[config.mk]
export PLATFORM = sky130hd
export DESIGN_NAME = tksc_touch_scanner
export DESIGN_NICKNAME = d
export VERILOG_FILES = /design/src/design/tksc_pkg.sv /design/src/design/tksc_touch_scanner.sv
export SDC_FILE = /design/constraint.sdc
export NUM_CORES = 1
export LEC_CHECK = 0
export ABC_AREA = 1
export BUFFER_PORTS_ARGS = -buffer_cell sky130_fd_sc_hd__buf_2
export CAP_MARGIN = 25
export CORE_MARGIN = 5
export CORE_UTILIZATION = 45
export CTS_CLUSTER_SIZE = 28
export DETAILED_ROUTE_END_ITERATION = 10
export MAX_ROUTING_LAYER = met4
export PLACE_DENSITY = 0.66
export SYNTH_ARGS = -nofsm -noshare
export SYNTH_HDL_FRONTEND = slang
export SYNTH_SLANG_ARGS = --single-unit
[constraint.sdc]
create_clock -name mclk -period 8.78 [get_ports mclk]
set_input_delay 1.756 -clock mclk [delete_from_list [all_inputs] [get_ports mclk]]
set_output_delay 1.756 -clock mclk [all_outputs]
set_load 0.05 [all_outputs]
[src/design/tksc_pkg.sv]
package tksc_pkg;

    // -------------------------------------------------------------------
    // Register byte addresses
    // -------------------------------------------------------------------
    localparam logic [7:0] ADDR_TRIGGER   = 8'h00;
    localparam logic [7:0] ADDR_CFG_ONE   = 8'h04;
    localparam logic [7:0] ADDR_CFG_TWO   = 8'h08;
    localparam logic [7:0] ADDR_CHAN_SEL  = 8'h0C;
    localparam logic [7:0] ADDR_IRQ_CTRL  = 8'h10;
    localparam logic [7:0] ADDR_ANALOG    = 8'h14;
    localparam logic [7:0] ADDR_PIN_LOW   = 8'h18;
    localparam logic [7:0] ADDR_PIN_HIGH  = 8'h1C;
    localparam logic [7:0] ADDR_PULLUP    = 8'h20;
    localparam logic [7:0] ADDR_RESULT    = 8'h24;
    localparam logic [7:0] ADDR_CLK_GATES = 8'h40;
    localparam logic [7:0] ADDR_ANA_POWER = 8'h44;

    // -------------------------------------------------------------------
    // Reset values
    // -------------------------------------------------------------------
    localparam logic [31:0] RST_CLK_GATES = 32'h0000_0001;
    localparam logic [4:0]  RST_ANA_POWER = 5'h07;
    localparam logic [6:0]  RST_CFG_ONE   = 7'h00;
    localparam logic [6:0]  RST_CFG_TWO   = 7'h70;
    localparam logic [5:0]  RST_ANALOG    = 6'h2F;
    localparam logic [8:0]  RST_PULLUP    = 9'h100;

    // -------------------------------------------------------------------
    // Field positions
    // -------------------------------------------------------------------
    localparam int POS_TOUCH_CLK_GATE = 19;
    localparam int POS_PD_TOUCH       = 1;
    localparam int POS_SW_PRE_OFF     = 6;
    localparam int POS_COUNTER_WIDTH_SEL_LSB       = 4;
    localparam int POS_DS_LSB         = 2;
    localparam int POS_PARALLEL       = 6;
    localparam int POS_IRQ_CLEAR      = 2;
    localparam int POS_IRQ_STAT       = 1;
    localparam int POS_IRQ_EN         = 0;
    localparam int POS_BIAS_LSB       = 3;

    // -------------------------------------------------------------------
    // Timing counts in reference clock cycles
    // -------------------------------------------------------------------
    localparam logic [6:0] DIV_OFFSET    = 7'h04;  // Half period = code + 4
    localparam logic [5:0] DIV_PRS_NORM  = 6'h3E;
    localparam logic [5:0] DIV_PRS_FLAT  = 6'h3F;
    localparam logic [6:0] PRS_MIN_HALF  = 7'h08;  // 3M edge of spread band
    localparam logic [6:0] PRS_NORM_BASE = 7'h09;  // Two dice, centre 16 -> 1.5M
    localparam logic [4:0] COUNTER_WIDTH_SEL_BASE     = 5'h09;
    localparam logic [3:0] CNT_DIV_24M   = 4'h2;
    localparam logic [3:0] CNT_DIV_12M   = 4'h4;
    localparam logic [3:0] CNT_DIV_6M    = 4'h8;
    localparam logic [3:0] CNT_DIV_4M    = 4'hC;
    localparam logic [15:0] LFSR_SEED    = 16'hACE1;

    // -------------------------------------------------------------------
    // Analog front-end control bundle
    // -------------------------------------------------------------------
    typedef struct packed {
        logic [59:0] pin_sel;
        logic [5:0]  chan_addr;
        logic        parallel_en;
        logic [8:0]  pullup_sel;
        logic [2:0]  bias_resistor_sel;
        logic [2:0]  threshold_voltage_sel;
        logic        front_end_on;
        logic        charge_clk;
        logic        scan_active;
    } tksc_afe_t;

endpackage

[src/design/tksc_touch_scanner.sv]
// The Wishbone interface to the registers was chosen for this implementation.
`timescale 1ns/1ps
`default_nettype none

module tksc_touch_scanner #(
    parameter int MAX_COUNT_W = 16
) (
    input  wire logic               mclk,
    input  wire logic               rst_n,
    input  wire logic               wb_cyc_i,
    input  wire logic               wb_stb_i,
    input  wire logic               wb_we_i,
    input  wire logic [7:0]         wb_adr_i,
    input  wire logic [3:0]         wb_sel_i,
    input  wire logic [31:0]        wb_dat_i,
    output logic      [31:0]        wb_dat_o,
    output logic                    wb_ack_o,
    input  wire logic               sense_cmp,
    output tksc_pkg::tksc_afe_t     afe_ctrl,
    output logic                    irq,
    output logic                    wake_pulse
);

    // -------------------------------------------------------------------
    // Declarations
    // -------------------------------------------------------------------
    typedef enum logic [0:0] {TKSC_IDLE, TKSC_RUN} tksc_state_t;

    tksc_state_t  state_ff;
    logic         ack_ff;
    logic [31:0]  rdata_ff;
    logic [31:0]  clk_gates_ff;
    logic [4:0]   ana_power_ff;
    logic [6:0]   cfg_one_ff;
    logic [6:0]   cfg_two_ff;
    logic [6:0]   chan_sel_ff;
    logic         irq_en_ff;
    logic         done_stat_ff;
    logic [5:0]   analog_ff;
    logic [31:0]  pin_low_ff;
    logic [27:0]  pin_high_ff;
    logic [8:0]   pullup_ff;
    logic [15:0]  result_ff;
    logic         trigger_ff;
    logic         cmp_meta_ff;
    logic         cmp_sync_ff;
    logic [6:0]   half_cnt_ff;
    logic         charge_clk_ff;
    logic [15:0]  lfsr_ff;
    logic [3:0]   tick_cnt_ff;
    logic [15:0]  window_ff;
    logic [15:0]  count_ff;
    logic         wake_ff;

    logic         wr_go;
    logic [31:0]  wr_word;
    logic [31:0]  rd_word;
    logic         module_on;
    logic         scan_done;
    logic         start_req;
    logic         abort_req;
    logic [6:0]   nxt_half;
    logic [3:0]   tick_div;
    logic         count_tick;
    logic [15:0]  window_full;
    logic [4:0]   counter_w;

    // -------------------------------------------------------------------
    // Elaboration check
    // -------------------------------------------------------------------
    if (MAX_COUNT_W != 16) begin : g_width_check
        $error("tksc_touch_scanner: MAX_COUNT_W must be 16");
    end

    // -------------------------------------------------------------------
    // Wishbone slave
    // -------------------------------------------------------------------
    // Write lands on the edge that samples ack, so the held request is final
    assign wr_go = wb_cyc_i && wb_stb_i && wb_we_i && ack_ff;

    // Byte-lane merge of write data onto the current register value
    function automatic logic [31:0] merge_lanes(input logic [31:0] old_v,
                                                input logic [31:0] new_v,
                                                input logic [3:0]  sel);
        logic [31:0] res;
        res = old_v;
        for (int b = 0; b < 4; b++) begin
            if (sel[b]) begin
                res[b*8 +: 8] = new_v[b*8 +: 8];
            end
        end
        return res;
    endfunction

    // Read mux; unmapped addresses answer with zero
    always_comb begin
        rd_word = 32'h0000_0000;
        unique case (wb_adr_i)
            tksc_pkg::ADDR_TRIGGER:   rd_word = {31'h0000_0000, trigger_ff};
            tksc_pkg::ADDR_CFG_ONE:   rd_word = {25'h000_0000, cfg_one_ff};
            tksc_pkg::ADDR_CFG_TWO:   rd_word = {25'h000_0000, cfg_two_ff};
            tksc_pkg::ADDR_CHAN_SEL:  rd_word = {25'h000_0000, chan_sel_ff};
            tksc_pkg::ADDR_IRQ_CTRL:  rd_word = {30'h0000_0000, done_stat_ff, irq_en_ff};
            tksc_pkg::ADDR_ANALOG:    rd_word = {26'h000_0000, analog_ff};
            tksc_pkg::ADDR_PIN_LOW:   rd_word = pin_low_ff;
            tksc_pkg::ADDR_PIN_HIGH:  rd_word = {4'h0, pin_high_ff};
            tksc_pkg::ADDR_PULLUP:    rd_word = {23'h00_0000, pullup_ff};
            tksc_pkg::ADDR_RESULT:    rd_word = {16'h0000, result_ff};
            tksc_pkg::ADDR_CLK_GATES: rd_word = clk_gates_ff;
            tksc_pkg::ADDR_ANA_POWER: rd_word = {27'h000_0000, ana_power_ff};
            default:                  rd_word = 32'h0000_0000;
        endcase
    end

    assign wr_word = merge_lanes(rd_word, wb_dat_i, wb_sel_i);

    // Ack one cycle after the request, dropped the cycle after
    always_ff @(posedge mclk or negedge rst_n) begin
        if (!rst_n) begin
            ack_ff   <= 1'b0;
            rdata_ff <= 32'h0000_0000;
        end else begin
            ack_ff <= wb_cyc_i && wb_stb_i && !ack_ff;
            if (wb_cyc_i && wb_stb_i && !ack_ff) begin
                rdata_ff <= rd_word;
            end
        end
    end

    assign wb_ack_o = ack_ff;
    assign wb_dat_o = rdata_ff;

    // -------------------------------------------------------------------
    // Configuration registers
    // -------------------------------------------------------------------
    // Plain read/write storage; reserved bits are simply not kept
    always_ff @(posedge mclk or negedge rst_n) begin
        if (!rst_n) begin
            clk_gates_ff <= tksc_pkg::RST_CLK_GATES;
            ana_power_ff <= tksc_pkg::RST_ANA_POWER;
            cfg_one_ff   <= tksc_pkg::RST_CFG_ONE;
            cfg_two_ff   <= tksc_pkg::RST_CFG_TWO;
            chan_sel_ff  <= 7'h00;
            irq_en_ff    <= 1'b0;
            analog_ff    <= tksc_pkg::RST_ANALOG;
            pin_low_ff   <= 32'h0000_0000;
            pin_high_ff  <= 28'h000_0000;
            pullup_ff    <= tksc_pkg::RST_PULLUP;
        end else if (wr_go) begin
            unique case (wb_adr_i)
                tksc_pkg::ADDR_CLK_GATES: clk_gates_ff <= wr_word;
                tksc_pkg::ADDR_ANA_POWER: ana_power_ff <= wr_word[4:0];
                tksc_pkg::ADDR_CFG_ONE:   cfg_one_ff   <= wr_word[6:0];
                tksc_pkg::ADDR_CFG_TWO:   cfg_two_ff   <= wr_word[6:0];
                tksc_pkg::ADDR_CHAN_SEL:  chan_sel_ff  <= wr_word[6:0];
                tksc_pkg::ADDR_IRQ_CTRL:  irq_en_ff    <= wr_word[tksc_pkg::POS_IRQ_EN];
                tksc_pkg::ADDR_ANALOG:    analog_ff    <= wr_word[5:0];
                tksc_pkg::ADDR_PIN_LOW:   pin_low_ff   <= wr_word;
                tksc_pkg::ADDR_PIN_HIGH:  pin_high_ff  <= wr_word[27:0];
                tksc_pkg::ADDR_PULLUP:    pullup_ff    <= wr_word[8:0];
                default: ;
            endcase
        end
    end

    // -------------------------------------------------------------------
    // Scan control
    // -------------------------------------------------------------------
    // Module runs only with its clock gate set and the front end powered
    assign module_on = clk_gates_ff[tksc_pkg::POS_TOUCH_CLK_GATE] &&
                       !ana_power_ff[tksc_pkg::POS_PD_TOUCH];

    assign start_req = wr_go && (wb_adr_i == tksc_pkg::ADDR_TRIGGER) &&
                       wb_sel_i[0] && wb_dat_i[0];
    assign abort_req = (wr_go && (wb_adr_i == tksc_pkg::ADDR_TRIGGER) &&
                        wb_sel_i[0] && !wb_dat_i[0]) || !module_on;

    assign counter_w   = tksc_pkg::COUNTER_WIDTH_SEL_BASE +
                         {2'b00, cfg_two_ff[tksc_pkg::POS_COUNTER_WIDTH_SEL_LSB +: 3]};
    assign window_full = 16'((32'h1 << counter_w) - 32'h1);
    assign scan_done   = (state_ff == TKSC_RUN) && count_tick &&
                         (window_ff == window_full) && !abort_req;

    // Trigger bit tracks the scan: set by software, cleared at the end
    always_ff @(posedge mclk or negedge rst_n) begin
        if (!rst_n) begin
            state_ff   <= TKSC_IDLE;
            trigger_ff <= 1'b0;
        end else begin
            unique case (state_ff)
                TKSC_IDLE: begin
                    if (start_req && module_on) begin
                        state_ff   <= TKSC_RUN;
                        trigger_ff <= 1'b1;
                    end
                end
                TKSC_RUN: begin
                    if (abort_req) begin
                        state_ff   <= TKSC_IDLE;
                        trigger_ff <= 1'b0;
                    end else if (scan_done) begin
                        state_ff   <= TKSC_IDLE;
                        trigger_ff <= 1'b0;
                    end
                end
            endcase
        end
    end

    // -------------------------------------------------------------------
    // Comparator synchroniser
    // -------------------------------------------------------------------
    always_ff @(posedge mclk or negedge rst_n) begin
        if (!rst_n) begin
            cmp_meta_ff <= 1'b0;
            cmp_sync_ff <= 1'b0;
        end else begin
            cmp_meta_ff <= sense_cmp;
            cmp_sync_ff <= cmp_meta_ff;
        end
    end

    // -------------------------------------------------------------------
    // Charge/discharge clock
    // -------------------------------------------------------------------
    // Spread codes draw the half period from an LFSR to smear pad noise
    always_comb begin
        if (cfg_one_ff[5:0] == tksc_pkg::DIV_PRS_NORM) begin
            nxt_half = tksc_pkg::PRS_NORM_BASE + {4'h0, lfsr_ff[2:0]} +
                       {4'h0, lfsr_ff[6:4]};
        end else if (cfg_one_ff[5:0] == tksc_pkg::DIV_PRS_FLAT) begin
            nxt_half = tksc_pkg::PRS_MIN_HALF + {3'h0, lfsr_ff[3:0]};
        end else begin
            nxt_half = {1'b0, cfg_one_ff[5:0]} + tksc_pkg::DIV_OFFSET;
        end
    end

    // Held idle outside a scan so every scan starts from the same phase
    always_ff @(posedge mclk or negedge rst_n) begin
        if (!rst_n) begin
            half_cnt_ff   <= 7'h01;
            charge_clk_ff <= 1'b0;
        end else if (state_ff != TKSC_RUN || abort_req) begin
            half_cnt_ff   <= 7'h01;
            charge_clk_ff <= 1'b0;
        end else if (half_cnt_ff >= nxt_half) begin
            half_cnt_ff   <= 7'h01;
            charge_clk_ff <= !charge_clk_ff;
        end else begin
            half_cnt_ff <= half_cnt_ff + 7'h01;
        end
    end

    // Free-running LFSR; it only steers timing, never data
    always_ff @(posedge mclk or negedge rst_n) begin
        if (!rst_n) begin
            lfsr_ff <= tksc_pkg::LFSR_SEED;
        end else begin
            lfsr_ff <= {lfsr_ff[14:0], lfsr_ff[15] ^ lfsr_ff[13] ^
                        lfsr_ff[12] ^ lfsr_ff[10]};
        end
    end

    // -------------------------------------------------------------------
    // Count clock and counters
    // -------------------------------------------------------------------
    always_comb begin
        unique case (cfg_two_ff[tksc_pkg::POS_DS_LSB +: 2])
            2'b00: tick_div = tksc_pkg::CNT_DIV_24M;
            2'b01: tick_div = tksc_pkg::CNT_DIV_12M;
            2'b10: tick_div = tksc_pkg::CNT_DIV_6M;
            2'b11: tick_div = tksc_pkg::CNT_DIV_4M;
        endcase
    end

    assign count_tick = (state_ff == TKSC_RUN) && (tick_cnt_ff == tick_div - 4'h1);

    // Window length scales with both resolution and count speed
    always_ff @(posedge mclk or negedge rst_n) begin
        if (!rst_n) begin
            tick_cnt_ff <= 4'h0;
            window_ff   <= 16'h0000;
            count_ff    <= 16'h0000;
        end else if (state_ff != TKSC_RUN || abort_req) begin
            tick_cnt_ff <= 4'h0;
            window_ff   <= 16'h0000;
            count_ff    <= 16'h0000;
        end else begin
            tick_cnt_ff <= count_tick ? 4'h0 : tick_cnt_ff + 4'h1;
            if (count_tick) begin
                window_ff <= window_ff + 16'h0001;
                if (cmp_sync_ff) begin
                    count_ff <= count_ff + 16'h0001;
                end
            end
        end
    end

    // -------------------------------------------------------------------
    // Result, done flag and wake
    // -------------------------------------------------------------------
    // Set wins over a same-cycle software clear so no completion is lost
    always_ff @(posedge mclk or negedge rst_n) begin
        if (!rst_n) begin
            result_ff    <= 16'h0000;
            done_stat_ff <= 1'b0;
            wake_ff      <= 1'b0;
        end else begin
            wake_ff <= scan_done;
            if (scan_done) begin
                result_ff    <= count_ff + {15'h0000, cmp_sync_ff};
                done_stat_ff <= 1'b1;
            end else if (wr_go && (wb_adr_i == tksc_pkg::ADDR_IRQ_CTRL) &&
                         wb_sel_i[0] && wb_dat_i[tksc_pkg::POS_IRQ_CLEAR]) begin
                done_stat_ff <= 1'b0;
            end
        end
    end

    assign irq        = done_stat_ff && irq_en_ff;
    assign wake_pulse = wake_ff;

    // -------------------------------------------------------------------
    // Front-end control outputs
    // -------------------------------------------------------------------
    always_comb begin
        afe_ctrl.pin_sel               = {pin_high_ff, pin_low_ff};
        afe_ctrl.chan_addr             = chan_sel_ff[5:0];
        afe_ctrl.parallel_en           = chan_sel_ff[tksc_pkg::POS_PARALLEL];
        afe_ctrl.pullup_sel            = pullup_ff;
        afe_ctrl.bias_resistor_sel     = analog_ff[tksc_pkg::POS_BIAS_LSB +: 3];
        afe_ctrl.threshold_voltage_sel = analog_ff[2:0];
        afe_ctrl.front_end_on          = module_on;
        afe_ctrl.charge_clk            = charge_clk_ff &&
                                         !cfg_one_ff[tksc_pkg::POS_SW_PRE_OFF];
        afe_ctrl.scan_active           = (state_ff == TKSC_RUN);
    end

endmodule

`default_nettype wire

==> key figures, run 1 <==
Logic synthesis
  • Post-Synthesis Cells: 1616
  • Post-synth ARST share: 100%
  • Top area cells in the synthesized netlist: dfrtp_1, nand2_1, nand3_1
  • Distinct cells, synth: 50
  • Count leader, synth: nand2_1
  • Post-Syn Area: 12700 um^2
  • Top_reg_cell synth: dfrtp_1
  • Avg Cell Area, Syn: 7.88 um^2
  • Seq cells post-synth: 249
  • Post-synth top area share: 44.6%
  • Syn Nets: 1687
  • Yosys warning count: 0
  • Cell accounting for the most synthesized area: dfrtp_1
  • Sequential-to-total area share from yosys stat: 49.2%
  • List of most frequent post-synthesis cells: nand2_1, dfrtp_1, nand3_1
  • Post-synth EDFFs: 0

Setup path
  • Crit-path max FO: 26
  • Crit path DAT: 4.08 ns
  • Crit path buf inv count: 4
  • Critical Path Sink Type: flop
  • CP startpoint kind: input pin
  • Crit-path cells: buf_2 -> inv_1 -> nand3_1 -> inv_1 -> nand2_2 -> clkinv_2 -> nand2_1 -> nand2_1 -> nor2_1 -> nand4_2 -> nand3_1 -> nand2_1
  • Critical Path Most Common Cell: nand2_1
  • Crit path required time: 9.21 ns
  • Crit-path slowest cell: clkinv_2
  • CP delay by family, top: simple AND/OR/NAND/NOR gates
  • Type of the worst setup path: in2reg
  • CP max stage delay: 0.40 ns

Die
  • Core footprint: 27900 um^2
  • Io pins: 170
  • Die Span X: 178 um
  • Initial Util: 45.7%
  • Row cnt: 61
  • DIE AREA: 31800 um^2
  • Die H: 178 um

Global route
  • Gr ovfl total: 0
  • Largest net degree at the start of global routing: 129
  • Number of global-route vias before repair: 10900
  • Initial antenna violation count: 0
  • First-pass GRT wire length: 58.9 mm
  • Gr usage total: 23.8%

Drt
  • Mean routed wirelength per cell: 17.1 um
  • DRC: 0
  • ANT nets after route: 0
  • M1 WL: 16.2 mm
  • Total Wirelength: 37.1 mm
  • Routed length on met2: 16.6 mm
  • Pre-antenna DRT Iters: 5
  • DR top layer: met4
  • Met3 wire length: 2.94 mm
  • Iter 0 DRT Violations: 902
  • Drt via density: 5.30
  • Vias: 11500

CTS
  • Clock transition at path regs: 0.06 ns
  • TritonCTS clock tree: done
  • Maximum clock path buffer count: 3
  • Setup repair bufs after CTS: 0
  • Clock sink count: 249
  • CTS Buf Count: 28
  • PostCTS Resize Cnt: 0
  • Root buffer cell: clkbuf_16
  • H-tree depth: 1
  • Post-CTS Hold Buffers: 0
  • Skew-Pair Late Insertion Delay: 0.57 ns

Placement
  • RePlAce Congestion: 0.934
  • I/O Buffers: 169
  • Post-place setup slack: 4.59 ns
  • Hpwl dp: 26.3 mm

Finish
  • Share of layout cells above drive strength 1: 17.6%
  • Antenna diode count: 0
  • Area Overhead vs Synth: 16.3%
  • Number of fill cells: 2658
  • Final #Nets: 1841

Timing
  • Max Slew Vio Count: 0
  • TNS Setup: 0 ns
  • # setup viols final: 0
  • Worst hold slack: 0.348 ns
  • Rel. slew slack: 35.4%
  • Peak Freq: 274 MHz
  • Measured slew at the worst slew-check pin: 0.968 ns
  • RSZ-0062 raised after global routing: false
  • Fraction of the cycle the final worst path needs: 41.6%
  • Final worst slack: 5.13 ns
  • Final Hold Vio Count: 0
  • Post-route minimum period: 3.65 ns
  • Clock Skews: 0.0252 ns

Power and ir drop
  • Peak supply drop: 0.126 mV
  • Pwr dens: 167 nW/um^2
  • Leak pwr: 0.00758 uW

Hold path
  • Worst Hold Class: reg2reg

Status
  • Outcome: completed

Job
  • Max cap viols: 0
-- layout by cell type (no fill, tap or decap), types with 10 or more instances in the layout --
cell       Yosys  layout
inv_2         10      10
inv_1        131     131
dfstp_2       22      22
nor3_1        10      10
nand4_1       27      27
or2_2         21      21
nand3_1      199     199
xor2_1        34      34
buf_4          4      10
a21oi_1       17      17
clkbuf_16      0      28
nand2_1      543     543
nor2_1       124     123
ha_1          19      19
dfrtp_1      227     227
o21ai_0       84      84
buf_2         14     168
-- layer usage --
metal	GRT usage [%]	vias up
li1	-	5538
met1	32.4	5459
met4	8.03	0
met3	4.15	85
met2	36.4	424
met5	-	-
-- cell families after synthesis --
family	count (synthesis)	synth area share, %
adder cells (fa/ha/maj)	21	2.18
buffers and inverters	199	6.42
AO/OA/AOI/OAI	148	6.73
AND/OR/NAND/NOR	957	32.6
XOR/XNOR	42	2.95
flip-flops	249	49.2
-- flip-flops by register name, indices dropped and copies added (netlist names), 4 cells and up --
register      count
lfsr_ff          16
window_ff        16
pin_high_ff      28
pin_low_ff       32
pullup_ff         9
wb_dat_o         32
count_ff         16
result_ff        16
analog_ff         6
clk_gates_ff     32
tick_cnt_ff       4
chan_sel_ff       7
half_cnt_ff       7
ana_power_ff      5
cfg_one_ff        7
cfg_two_ff        7
-- where the power goes --
group / leakage (uW) / switching [uW] / internal [uW]
registers: 0.00332 / 8.94 / 1160
clock network: 0.000451 / 479 / 667
logic: 0.00381 / 122 / 34.6
total: 0.00758 / 610 / 1860
-- metrics by stage --
step                cell area, um^2  util, %  std cells  total power, uW
finish                        14800     53.1       2170             2470
detailed placement            13900     49.9       2118             1350
global placement              13900     49.8       2117             1350
CTS                           14800     53.1       2170             2490
floorplan                     12700        -       1616             1280
global route                  14800     53.1       2170             2560
-- layout make-up --
type / instances / area, um^2 / area share, %
clock buffer: 46 / 858 / 5.80
clock inverter: 6 / 55.1 / 0.372
inverter: 143 / 543 / 3.67
multi-input combinational: 1168 / 5660 / 38.2
sequential: 249 / 6260 / 42.3
tap: 378 / 473 / 3.20
timing repair buffer: 180 / 958 / 6.47
-- worst paths after layout --
path | startpoint | to | slack, ns | cells after the start
worst max-delay path | wb_adr_i[3] | ana_power_ff[4] | 5.13 | 12
worst max register to register | lfsr_ff[0] | charge_clk_ff | 5.26 | 14
worst min-delay path | lfsr_ff[8] | lfsr_ff[9] | 0.35 | 0
worst min register to register | lfsr_ff[8] | lfsr_ff[9] | 0.35 | 0
max in group asynchronous | rst_n | pin_high_ff[7] | 5.90 | 2
min in group asynchronous | rst_n | half_cnt_ff[2] | 1.28 | 1
No activity file was read; power rests on OpenSTA's default activity.
==> run 2: changes to the inputs <==
ABC_AREA = 0   (was 1)
PLACE_DENSITY = 0.69   (was 0.66)
clock period = 3.31 ns   (was 8.78 ns; I/O delays follow)
==> run 2 against run 1 <==
- die area decreased by 4.0%
- clock power rose to 2.6 times the previous value
- worst hold slack got worse by 0.23 ns
- first-iteration DRC count is 4.8% higher
- sequential cell count did not move
- cell count down 19%
- via count fell by 12%
- routed wire length fell by 6.2%
- core utilization is 0.75 points higher
- register-to-register slack worse by 4.9 ns
- highest routed layer unchanged
==> key figures, run 2 <==
CTS
  • Skew-Pair Late Insertion Delay: 0.54 ns (-0.03 ns)
  • Clock sink count: 249 (unchanged)
  • Root buffer cell: clkbuf_16
  • Setup repair bufs after CTS: 0 (unchanged)
  • Maximum clock path buffer count: 3 (unchanged)
  • TritonCTS clock tree: done
  • PostCTS Resize Cnt: 0 (unchanged)
  • Clock transition at path regs: 0.06 ns (about the same)
  • Post-CTS Hold Buffers: 0 (unchanged)
  • H-tree depth: 1 (unchanged)
  • CTS Buf Count: 27 (-3.6%)

Setup path
  • R2R depth: 8 (-6)
  • Reg-to-Reg Start: cfg_two_ff[5]
  • CP max stage delay: 0.64 ns (+0.24 ns)
  • Worst reg2reg path endpoint: result_ff[7]
  • Critical Path Sink Type: flop
  • Flop2flop setup slack: 0.31 ns (-4.95 ns)
  • Crit-path cells: and2_1 -> ha_1 -> nor3_1 -> nand2_1 -> a211o_1 -> a221oi_4 -> nand3_4 -> mux2_4
  • Crit-path slowest cell: dfstp_2
  • Type of the worst setup path: reg2reg
  • Crit path required time: 3.73 ns (-5.48 ns)
  • CP startpoint kind: flop
  • Crit-path max FO: 16 (-38%)
  • Crit path DAT: 3.42 ns (-0.66 ns)

Hold path
  • Worst Hold Class: in2async

Job
  • Max cap viols: 0 (unchanged)

Status
  • Outcome: completed

Logic synthesis
  • Top_reg_cell synth: dfrtp_1
  • Count leader, synth: dfrtp_1
  • List of most frequent post-synthesis cells: dfrtp_1, nand2_1, nor2_1
  • Syn Nets: 1299 (-23%)
  • Seq cells post-synth: 249 (unchanged)
  • Distinct cells, synth: 70 (+40%)
  • Sequential-to-total area share from yosys stat: 51.3% (+2.1 points)
  • Post-synth EDFFs: 0 (unchanged)
  • Post-synth ARST share: 100% (unchanged)
  • Yosys warning count: 0 (unchanged)
  • Post-Syn Area: 12200 um^2 (-4.2%)
  • Avg Cell Area, Syn: 9.93 um^2 (+26%)
  • Cell accounting for the most synthesized area: dfrtp_1
  • Post-synth top area share: 46.6% (+2.0 points)
  • Top area cells in the synthesized netlist: dfrtp_1, dfstp_2, nand2_1
  • Post-Synthesis Cells: 1228 (-24%)

Timing
  • Rel. slew slack: 48.9% (+14 points)
  • Final Hold Vio Count: 0 (unchanged)
  • Final worst slack: 0.311 ns (-4.81 ns)
  • Fraction of the cycle the final worst path needs: 90.6%
  • Peak Freq: 333 MHz
  • RSZ-0062 raised after global routing: false
  • Clock Skews: 0.0130 ns (-0.0121 ns)
  • Post-route minimum period: 3.00 ns
  • TNS Setup: 0 ns (unchanged)
  • Max Slew Vio Count: 0 (unchanged)
  • Measured slew at the worst slew-check pin: 0.766 ns (-0.202 ns)
  • # setup viols final: 0 (unchanged)

Drt
  • Iter 0 DRT Violations: 945 (+4.8%)
  • Mean routed wirelength per cell: 19.8 um (+16%)
  • DRC: 0 (unchanged)
  • ANT nets after route: 0 (unchanged)
  • Vias: 10100 (-12%)
  • Pre-antenna DRT Iters: 5 (unchanged)
  • Drt via density: 5.73 (+8.0%)
  • Total Wirelength: 34.8 mm (-6.2%)

Global route
  • Gr usage total: 23.0% (-0.80 points)
  • Number of global-route vias before repair: 9755 (-11%)
  • Largest net degree at the start of global routing: 91 (-29%)
  • First-pass GRT wire length: 55.3 mm (-6.2%)
  • Initial antenna violation count: 0 (unchanged)
  • Gr ovfl total: 0 (unchanged)

Finish
  • Area Overhead vs Synth: 18.4%
  • Post-layout util: 53.9% (+0.75 points)
  • Share of layout cells above drive strength 1: 24.5% (+6.8 points)
  • Antenna diode count: 0 (unchanged)
  • Most frequent cells in the layout: dfrtp_1, buf_2, nand2_1, nor2_1, a21oi_1
  • Final #Nets: 1468 (-20%)
  • Number of fill cells: 2434 (-8.4%)
  • Most common cell after layout, fill and taps aside: dfrtp_1
  • Final Non-Filler Cells: 1759 (-19%)

Power and ir drop
  • Pwr dens: 442 nW/um^2 (+160%)
  • Leak pwr: 0.00680 uW (-10%)
  • Peak supply drop: 0.471 mV (+270%)

Placement
  • Post-place setup slack: 0.259 ns (-4.34 ns)
  • I/O Buffers: 169 (unchanged)
  • DP Cell Count: 1709 (-19%)
  • RePlAce Congestion: 0.958 (+2.6%)
  • Hpwl dp: 25.5 mm (-3.0%)

Die
  • Die H: 175 um (-2.0%)
  • DIE AREA: 30500 um^2 (-4.0%)
  • Io pins: 170 (unchanged)
  • Core footprint: 26800 um^2 (-3.8%)
  • Initial Util: 45.5% (-0.19 points)
  • Row cnt: 60 (-1.6%)
  • Die Span X: 175 um (-2.0%)
-- run 2: cell type report --
class                           instances  area (um^2)  area share (%)
Multi-Input combinational cell        890         5590            38.7
Sequential cell                       249         6260            43.3
Clock inverter                          8         93.8           0.650
Inverter                               21         78.8           0.546
Clock buffer                           42          772            5.35
Tap cell                              341          427            2.95
Timing Repair Buffer                  208         1220            8.47
-- run 2: kinds of logic (layout without fill, tap and decap cells) --
group / count (synthesis) / after routing / synth area share (%)
AO/OA/AOI/OAI: 310 / 310 / 15.7
multiplexers: 74 / 74 / 6.96
buffers and inverters: 89 / 279 / 3.00
XOR/XNOR: 50 / 50 / 3.59
flip-flops: 249 / 249 / 51.3
AND/OR/NAND/NOR: 435 / 435 / 17.2
adder cells (fa/ha/maj): 21 / 21 / 2.28
-- run 2: worst max-delay path by stage --
stage | start | to | slack [ns]
6_report | cfg_two_ff[5] | result_ff[7] | 0.31
3_3_place_gp | wb_adr_i[3] | pullup_ff[3] | 0.29
4_1_cts | lfsr_ff[0] | half_cnt_ff[0] | 0.30
5_1_grt | lfsr_ff[0] | half_cnt_ff[1] | 0.13
2_1_floorplan | lfsr_ff[0] | half_cnt_ff[0] | 0.37
3_5_place_dp | wb_adr_i[3] | pin_high_ff[3] | 0.26
-- run 2: where the power goes --
part	switching, uW	total [uW]	internal (uW)
combinational	250	349	98.9
clock	1220	2970	1750
sequential	10.9	3070	3060
total	1480	6390	4910
-- run 2: metal layers --
metal	vias up	GRT usage [%]	wire, um
met2	389	35.0	15800
met5	-	-	0
li1	4712	-	-
met3	81	3.42	2550
met1	4894	32.3	15300
met4	0	7.00	1190
-- run 2: stage by stage --
step	hold WS [ns]	instance area (um^2)	total power [uW]
finish	0.119	14400	6390
global route	0.188	14400	6590
CTS	0.176	14400	6430
detailed placement	0.337	13600	3470
global placement	0.332	13600	3470
floorplan	0.331	12200	3280
-- run 2: worst max-delay path, delay by kind of cell (launching register included) --
kind,cells,cell delay (ns)
multiplexers,1,0.38
adder cells (fa/ha/maj),1,0.33
AND/OR/NAND/NOR,4,0.87
AO/OA/AOI/OAI,2,0.66
flip-flops,1,0.64
